## src/inc/pfc_defs.vh

```
// constants for the phy power feature control register
`ifndef PFC_DEFS_VH
`define PFC_DEFS_VH
`define PFC_ADDR_WRITE   6'h3d
`define PFC_ADDR_SET     6'h3e
`define PFC_ADDR_CLEAR   6'h3f
`define PFC_RESET        8'h00
`define PFC_BIT_PULLUP   4
`define PFC_BIT_FALL     3
`define PFC_BIT_RISE     2
`define PFC_USED_MASK    8'h1c
`define PFC_SYNC_DEPTH   2
`endif

```

## src/hdl/pfc_power_control.v

```verilog
// power feature control register with pull-up and session-edge logic
//
// Contract
// link never writes ones into reserved bits 7..5 and 1..0.
// pull-up bit 4 set in sync mode connects pull-up while vbus valid.
// uart mode keeps the d+ weak pull-up connected regardless of bit 4.
// fall enable bit 3 requests alt-int rxcmd on b-session falling edge.
// rise enable bit 2 requests alt-int rxcmd on b-session rising edge.
// all bits reset to zero, both edge notifications start disabled.
// readable at 3dh to 3fh; written 3dh, set 3eh, cleared 3fh.
// set ors byte in, clear clears ones, write replaces contents.
`timescale 1ns/1ns
`default_nettype none
`include "pfc_defs.vh"

module pfc_power_control
#(
  // widths and synchroniser depth
  parameter ADDR_W     = 6,
  parameter DATA_W     = 8,
  parameter SYNC_DEPTH = `PFC_SYNC_DEPTH
)
(
  // clock and reset
  input  wire              mclk,
  input  wire              rst_n,
  // register access from the ulpi register engine
  input  wire [ADDR_W-1:0] reg_addr,
  input  wire              reg_wr,
  input  wire [DATA_W-1:0] reg_wdata,
  output reg  [DATA_W-1:0] reg_rdata,
  output wire              reg_hit,
  // analog status from pins
  input  wire              vbus_sess_valid_pin,
  input  wire              bsess_valid_pin,
  // mode from the ulpi state machine
  input  wire              uart_mode,
  // outputs to pad control and rxcmd logic
  output reg               dplus_weak_pullup_on,
  output reg               alt_int_req
);

  // pin slots in the synchroniser bank
  localparam PIN_VBUS  = 0;
  localparam PIN_BSESS = 1;
  localparam NUM_PINS  = 2;

  // register fields and reset value
  localparam BIT_PULLUP = `PFC_BIT_PULLUP;
  localparam BIT_FALL   = `PFC_BIT_FALL;
  localparam BIT_RISE   = `PFC_BIT_RISE;
  localparam [DATA_W-1:0] RESET_VALUE = `PFC_RESET;

  // register state
  reg  [DATA_W-1:0]   power_feature_control;
  wire [DATA_W-1:0]   next_power_feature_control;

  // field views
  wire                pullup_enable;
  wire                fall_enable;
  wire                rise_enable;

  // address decode
  reg                 addr_is_write;
  reg                 addr_is_set;
  reg                 addr_is_clear;
  wire                wr_write;
  wire                wr_set;
  wire                wr_clear;

  // synchronised pins and edge detect
  wire [NUM_PINS-1:0] pin_raw;
  wire [NUM_PINS-1:0] pin_safe;
  wire                vbus_valid;
  wire                bsess_now;
  reg                 bsess_prev;
  wire                bsess_rise;
  wire                bsess_fall;

  // feature terms
  reg                 next_pullup;
  reg                 next_alt;

  // one address matches at most; the chain keeps the decode plain
  always @*
  begin
    addr_is_write = 1'b0;
    addr_is_set   = 1'b0;
    addr_is_clear = 1'b0;
    if (reg_addr == `PFC_ADDR_WRITE)
      addr_is_write = 1'b1;
    else if (reg_addr == `PFC_ADDR_SET)
      addr_is_set = 1'b1;
    else if (reg_addr == `PFC_ADDR_CLEAR)
      addr_is_clear = 1'b1;
  end

  assign reg_hit = addr_is_write | addr_is_set | addr_is_clear;

  assign wr_write = reg_wr & addr_is_write;
  assign wr_set   = reg_wr & addr_is_set;
  assign wr_clear = reg_wr & addr_is_clear;

  genvar b;
  generate
    for (b = 0; b < DATA_W; b = b + 1)
    begin : g_bit
      assign next_power_feature_control[b] =
        wr_write ? reg_wdata[b] :
        wr_set   ? (power_feature_control[b] | reg_wdata[b]) :
        wr_clear ? (power_feature_control[b] & ~reg_wdata[b]) :
                   power_feature_control[b];
    end
  endgenerate

  // reserved bits are stored as written; the link keeps them zero
  always @(posedge mclk or negedge rst_n)
  begin
    if (!rst_n)
    begin
      power_feature_control <= RESET_VALUE;
    end
    else
    begin
      power_feature_control <= next_power_feature_control;
    end
  end

  assign pullup_enable = power_feature_control[BIT_PULLUP];
  assign fall_enable   = power_feature_control[BIT_FALL];
  assign rise_enable   = power_feature_control[BIT_RISE];

  // read data is zero off the register's addresses
  always @*
  begin
    reg_rdata = {DATA_W{1'b0}};
    if (reg_hit)
      reg_rdata = power_feature_control;
  end

  // comparator outputs are asynchronous to mclk
  assign pin_raw[PIN_VBUS]  = vbus_sess_valid_pin;
  assign pin_raw[PIN_BSESS] = bsess_valid_pin;

  genvar p;
  generate
    for (p = 0; p < NUM_PINS; p = p + 1)
    begin : g_sync
      reg [SYNC_DEPTH-1:0] stage;

      always @(posedge mclk or negedge rst_n)
      begin
        if (!rst_n)
        begin
          stage <= {SYNC_DEPTH{1'b0}};
        end
        else
        begin
          stage <= {stage[SYNC_DEPTH-2:0], pin_raw[p]};
        end
      end

      // only the last stage leaves the bank
      assign pin_safe[p] = stage[SYNC_DEPTH-1];
    end
  endgenerate

  assign vbus_valid = pin_safe[PIN_VBUS];
  assign bsess_now  = pin_safe[PIN_BSESS];

  // resets low like the idle pin, so no false edge follows reset
  always @(posedge mclk or negedge rst_n)
  begin
    if (!rst_n)
    begin
      bsess_prev <= 1'b0;
    end
    else
    begin
      bsess_prev <= bsess_now;
    end
  end

  assign bsess_rise = bsess_now & ~bsess_prev;
  assign bsess_fall = ~bsess_now & bsess_prev;

  // uart mode overrides the enable bit
  always @*
  begin
    next_pullup = uart_mode;
    if (pullup_enable && vbus_valid)
      next_pullup = 1'b1;
  end

  // each edge gated by its own enable
  always @*
  begin
    next_alt = 1'b0;
    if (bsess_fall && fall_enable)
      next_alt = 1'b1;
    if (bsess_rise && rise_enable)
      next_alt = 1'b1;
  end

  // registered so the pad control never glitches on a mode change
  always @(posedge mclk or negedge rst_n)
  begin
    if (!rst_n)
    begin
      dplus_weak_pullup_on <= 1'b0;
    end
    else
    begin
      dplus_weak_pullup_on <= next_pullup;
    end
  end

  // one cycle per synchronised edge
  always @(posedge mclk or negedge rst_n)
  begin
    if (!rst_n)
    begin
      alt_int_req <= 1'b0;
    end
    else
    begin
      alt_int_req <= next_alt;
    end
  end

endmodule // pfc_power_control
`default_nettype wire

```

## config.mk

```make
export PLATFORM = sky130hd
export DESIGN_NAME = pfc_power_control
export DESIGN_NICKNAME = d
export VERILOG_FILES = /design/src/hdl/pfc_power_control.v
export VERILOG_INCLUDE_DIRS = /design/src /design/src/inc
export SDC_FILE = /design/constraint.sdc
export NUM_CORES = 1
export LEC_CHECK = 0
export BUFFER_PORTS_ARGS = -buffer_cell sky130_fd_sc_hd__buf_2
export CAP_MARGIN = 10
export CELL_PAD_IN_SITES_DETAIL_PLACEMENT = 1
export CELL_PAD_IN_SITES_GLOBAL_PLACEMENT = 1
export CORE_MARGIN = 4
export CORE_UTILIZATION = 33
export DETAILED_ROUTE_END_ITERATION = 8
export HOLD_SLACK_MARGIN = 0.08
export PLACE_DENSITY_LB_ADDON = 0.1
export SLEW_MARGIN = 20
export SYNTH_ARGS = -nofsm -noshare
export SYNTH_HDL_FRONTEND = slang
export SYNTH_SLANG_ARGS = --single-unit
```

## constraint.sdc

```tcl
create_clock -name mclk -period 1.25 [get_ports mclk]
set_input_delay 0.25 -clock mclk [delete_from_list [all_inputs] [get_ports mclk]]
set_output_delay 0.25 -clock mclk [all_outputs]
set_load 0.005 [all_outputs]
```

==> After elaboration in Yosys (flattened, before gate mapping) <==
Cells that the tools add are included.
{ "totals": {"inputBits": 20, "output_inout_bits": 11, "ff_bits": 15} }
{ "op_classes": {"muxes": 34, "reduce_logical": 4, "n_bitwise": 33, "eq_ne": 3} }
{ "ops": {"columns": ["operator", "count"], "rows": [
  ["$mux 1", 33],
  ["$eq 6x6->1 const B", 3],
  ["$and 1x1->1", 13],
  ["$not 1->1", 10],
  ["$or 1x1->1", 10],
  ["$mux 8", 1],
  ["$logic_and 1x1->1", 3],
  ["$reduce_bool 3->1", 1]
]} }

==> Longest topological paths before layout <==
{ "logic_depth": {"word_depth": 8, "mapped_depth": 5, "depth_no_buf": 3} }

==> Least setup slack after synthesis <==
OpenSTA, ideal clock, no wires.
{ "synth_timing": {"path_type": "input to output", "from": "input port reg_addr[2]", "to": "output port reg_rdata[0]", "t_arrival_ps": 938, "slack_ps": 62, "path_buffers": 1, "cell_stages": 4, "t_required_ps": 1000, "cell_sequence": "and4_4 -> buf_6 -> o21a_1 -> and2_1"} }
{ "synth_via": {"elab_chain_cells": 6, "elab_cells_between_ends": 12, "classes_between": "3 x eq/ne; 7 x mux; 2 x bitwise"} }
{ "synth_lines": {"columns": ["element", "line", "source"], "rows": [
  ["start, declared", "pfc_power_control.v:28", "input wire [ADDR_W-1:0] reg_addr,"],
  ["$eq 6x6->1 (no line)", null, null],
  ["$mux 1 (on tied branches)", "pfc_power_control.v:92, pfc_power_control.v:94", null],
  ["$mux 1 (on tied branches)", "pfc_power_control.v:90, pfc_power_control.v:92", null],
  ["$or 1x1->1 or $mux 1 (tied branches)", "pfc_power_control.v:98, pfc_power_control.v:90", null],
  ["$or 1x1->1 *", "pfc_power_control.v:98", "assign reg_hit = addr_is_write | addr_is_set | addr_is_clear;"],
  ["via reg_hit", "pfc_power_control.v:32", "output wire reg_hit,"],
  ["$mux 8 *", "pfc_power_control.v:137", "if (reg_hit)"],
  ["end, declared", "pfc_power_control.v:31", "output reg [DATA_W-1:0] reg_rdata,"]
]} }
Mark *: on every way through the listed nets, which the timed path passes. The rest lies on a longest branch.

==> Final worst setup path <==
{ "layout_timing": {"from": "input port reg_addr[2]", "to": "output port reg_rdata[5]"} }
{ "layout_via": {"elab_chain_cells": 6, "elab_cells_between_ends": 12, "classes_between": "3 x eq/ne; 7 x mux; 2 x bitwise"} }
{ "layout_lines": {"columns": ["element", "line"], "rows": [
  ["$eq 6x6->1 (no line)", null],
  ["$mux 1 (on tied branches)", "pfc_power_control.v:92, pfc_power_control.v:94"],
  ["$mux 1 (on tied branches)", "pfc_power_control.v:90, pfc_power_control.v:92"],
  ["$or 1x1->1 or $mux 1 (tied branches)", "pfc_power_control.v:98, pfc_power_control.v:90"],
  ["$or 1x1->1 *", "pfc_power_control.v:98"],
  ["$mux 8 *", "pfc_power_control.v:137"]
]} }
Mark *: on every way between the ends. The rest lies on a longest branch, timed or not.

==> results by group <==
Clock network
  – Number of H-tree levels: 1
  – Total clock sinks: 15
  – Number of buffers created by CTS: 3
  – Buffers inserted by post-CTS timing repair: 0
  – Clock Tree Buf Depth: 2
  – CTS tree: done
  – Clock root buffer: sky130_fd_sc_hd__clkbuf_4
  – Worst-path clk slew: 0.08 ns
  – Clock insertion delay at the later pin of the skew report: 0.28 ns

Floorplan
  – Count of pins on the block boundary: 31
  – Placeable Area: 0.001982 mm2
  – Die Area: 0.002907 mm2
  – Horizontal die dimension: 53.92 um
  – Placement Rows: 16
  – Vertical extent of the die: 53.92 um
  – Starting density of the core: 35.10%

Synthesis
  – Number of nets in the synthesized netlist: 80
  – Post-synth design cell area: 695.7 um2
  – Share of the yosys chip area belonging to registers: 53.96%
  – Cells after synthesis: 60
  – Synthesized area divided by synthesized cell count: 11.59 um2
  – Number of warnings reported in the yosys synthesis log: 0
  – Cell types with the largest area share after synthesis: sky130_fd_sc_hd__dfrtp_1, sky130_fd_sc_hd__a32o_1, sky130_fd_sc_hd__and2_1
  – Cell type with the highest aggregate area in the netlist: sky130_fd_sc_hd__dfrtp_1
  – Portion of synthesized cell area occupied by the leading cell type: 53.96%
  – Post-synthesis cell type count: 16
  – Total of flip-flops plus latches after synthesis: 15

Placed design
  – Count of port buffers added during placement: 30
  – Pre-CTS WS: -0.1099 ns
  – GP Congestion: 0.7387
  – Detailed-placement wirelength estimate: 1.210 mm
  – Instance area after placement: 868.3 um2

GRT
  – Via count of the first global-routing pass: 635
  – Global-route wire length before repair: 2.801 mm
  – Largest net degree at the start of global routing: 16
  – Total grt overflow: 0
  – GRT Total Usage: 13.55%
  – Initial antenna violation count: 0

Timing
  – Worst slew slack as a fraction of its limit: 57.38%
  – Slew of the pin with the lowest slew margin: 0.6371 ns
  – Setup WS post-layout: 0.03123 ns
  – Number of pins with negative max-slew slack in the final report: 0
  – Timing-limited maximum frequency: 820.5 MHz
  – Period utilisation layout: 97.50%
  – Endpoints failing setup: 0
  – RSZ-0062 raised after global routing: true
  – Minimum clock period: 1.219 ns
  – Final Hold Viols: 0
  – Final clock skew: 0.0004517 ns
  – Setup TNS: 0 ns

Route
  – Sum of routed wire segments on met1: 753 um
  – Met2 routed wirelength: 831 um
  – Total wire length: 1.723 mm
  – Number of violations reported at the end of detailed-routing iteration 0: 10
  – Post-detailed-route DRC marker count: 0
  – Routed wirelength normalized by instance count: 13.90 um
  – Highest metal used: met4
  – Routed vias: 605
  – Post-detailed-route via-to-cell ratio: 4.879
  – Antenna Nets Post-Route: 0
  – First-pass DRT Iterations: 3
  – Amount of wire on met3 after detailed routing: 129 um

Finish
  – Layout cell share with drive strength beyond 1: 42.27%
  – Antenna diode count: 0
  – Number of nets in the layout: 118
  – Total non-filler cell area in the finished layout: 949.7 um2
  – Layout overhead on the synthesized area: 36.51%

Min path
  – Hold Path End: dplus_weak_pullup_on
  – Hold Crit Start: uart_mode
  – Number of stages on the worst hold path: 2
  – Type of the worst min-delay path: in -> reg

Job
  – Max cap viols: 0

Setup path
  – Data required time at the worst endpoint: 1.00 ns
  – Worst EP arrival: 0.97 ns
  – Start-to-end type of the worst setup path: in -> out
  – Setup slack, reg-to-reg: 0.53 ns
  – Depth of the worst register-to-register path: 1
  – Critical path launch point type: primary input
  – Crit path launch: reg_addr[2]
  – Maximum fanout encountered on the critical timing path: 5
  – Critical Path End Type: output port

Power
  – Static Leak: 0.4598 nW
  – Worst supply voltage drop on vdd: 547.2 uV
  – Total power: 1.031 mW
  – Pwr/cell area: 1085 mW/mm2

Outcome
  – Outcome: complete, no violations
==> cell usage in the layout (no fill, tap or decap) <==
master,count
sky130_fd_sc_hd__a21o_1,1
sky130_fd_sc_hd__a32o_1,8
sky130_fd_sc_hd__and2_1,8
sky130_fd_sc_hd__and2_4,2
sky130_fd_sc_hd__and4_4,1
sky130_fd_sc_hd__buf_2,29
sky130_fd_sc_hd__buf_4,3
sky130_fd_sc_hd__buf_6,1
sky130_fd_sc_hd__clkbuf_1,1
sky130_fd_sc_hd__clkbuf_4,3
sky130_fd_sc_hd__dfrtp_1,15
sky130_fd_sc_hd__dlygate4sd3_1,3
sky130_fd_sc_hd__nand2_1,1
sky130_fd_sc_hd__nand2b_1,8
sky130_fd_sc_hd__nand3_1,8
sky130_fd_sc_hd__nand3b_1,1
sky130_fd_sc_hd__o21a_2,1
sky130_fd_sc_hd__o21a_4,1
sky130_fd_sc_hd__o21ai_0,1
sky130_fd_sc_hd__xor2_1,1
==> cell usage after synthesis <==
cell,number
sky130_fd_sc_hd__nand2_1,1
sky130_fd_sc_hd__nand3_1,8
sky130_fd_sc_hd__and2_4,1
sky130_fd_sc_hd__and4_4,1
sky130_fd_sc_hd__buf_6,2
sky130_fd_sc_hd__dfrtp_1,15
sky130_fd_sc_hd__o21a_1,1
sky130_fd_sc_hd__a21o_1,1
sky130_fd_sc_hd__a32o_1,8
sky130_fd_sc_hd__buf_1,1
sky130_fd_sc_hd__nand3b_1,1
sky130_fd_sc_hd__o21ai_0,1
sky130_fd_sc_hd__nand2b_1,8
sky130_fd_sc_hd__and2_1,9
sky130_fd_sc_hd__buf_4,1
sky130_fd_sc_hd__xor2_1,1
==> worst max path at each step <==
stage | end | slack [ns] | cells past startpoint
2_1_floorplan | reg_rdata[0] | 0.06 | 4
3_3_place_gp | reg_rdata[6] | -0.10 | 5
3_5_place_dp | reg_rdata[6] | -0.11 | 5
4_1_cts | reg_rdata[1] | 0.03 | 5
5_1_grt | reg_rdata[5] | -0.02 | 5
6_report | reg_rdata[5] | 0.03 | 5
==> final cells by class <==
| cell class | instances | area [um2] |
|---|---|---|
| fillers | 234 | 1032 |
| flip-flops and latches | 15 | 375.4 |
| multi-input cells | 42 | 305.3 |
| repair buffers | 36 | 209.0 |
| well taps | 27 | 33.78 |
| clock buffers | 4 | 26.28 |
==> logic make-up (layout without fill, tap and decap cells) <==
kind of cell / Yosys count / in the layout / share of synthesized area [%]
xor gates and xnor gates: 1 / 1 / 1.259
DFF: 15 / 15 / 53.96
AOI/OAI and AO/OA: 11 / 12 / 14.39
buffers and inverters: 4 / 40 / 4.856
and+or+nand+nor: 29 / 29 / 25.54
==> per-layer routing <==
metal	vias up	GRT usage, %
li1	292	-
met1	288	16.72
met2	23	21.37
met3	2	5.817
met4	0	3.830
met5	-	0
==> where the power goes <==
group / internal (mW) / total [mW] / switching [mW]
Sequential: 0.555 / 0.588 / 0.0333
Combinational: 0.101 / 0.175 / 0.0746
Clock: 0.124 / 0.267 / 0.143
Total: 0.779 / 1.03 / 0.251
==> metrics by stage <==
stage	hold slack, ns	std cells	utilization (%)
after floorplan	-0.04559	60	-
after global placement	0.1737	116	43.81
after detailed placement	0.1720	116	43.81
after CTS	0.1378	123	47.03
after global routing	0.1510	124	47.92
final	0.1480	124	47.92
==> what timing repair did <==
action | 4_1_cts | 5_1_grt
setup endpoints to repair | 9 | 2
cloned | 0 | 1
pin swaps | 0 | 1
hold endpoints to repair | 17 | 0
gates resized for setup | 2 | 2
hold buffers | 3 | 0
==> worst max-delay path, cell delays in order <==
cell	delay, ns
sky130_fd_sc_hd__buf_2	0.07
sky130_fd_sc_hd__and4_4	0.24
sky130_fd_sc_hd__o21a_4	0.16
sky130_fd_sc_hd__and2_1	0.13
sky130_fd_sc_hd__buf_2	0.11
Note: power is estimated with default switching activity, not from simulation.
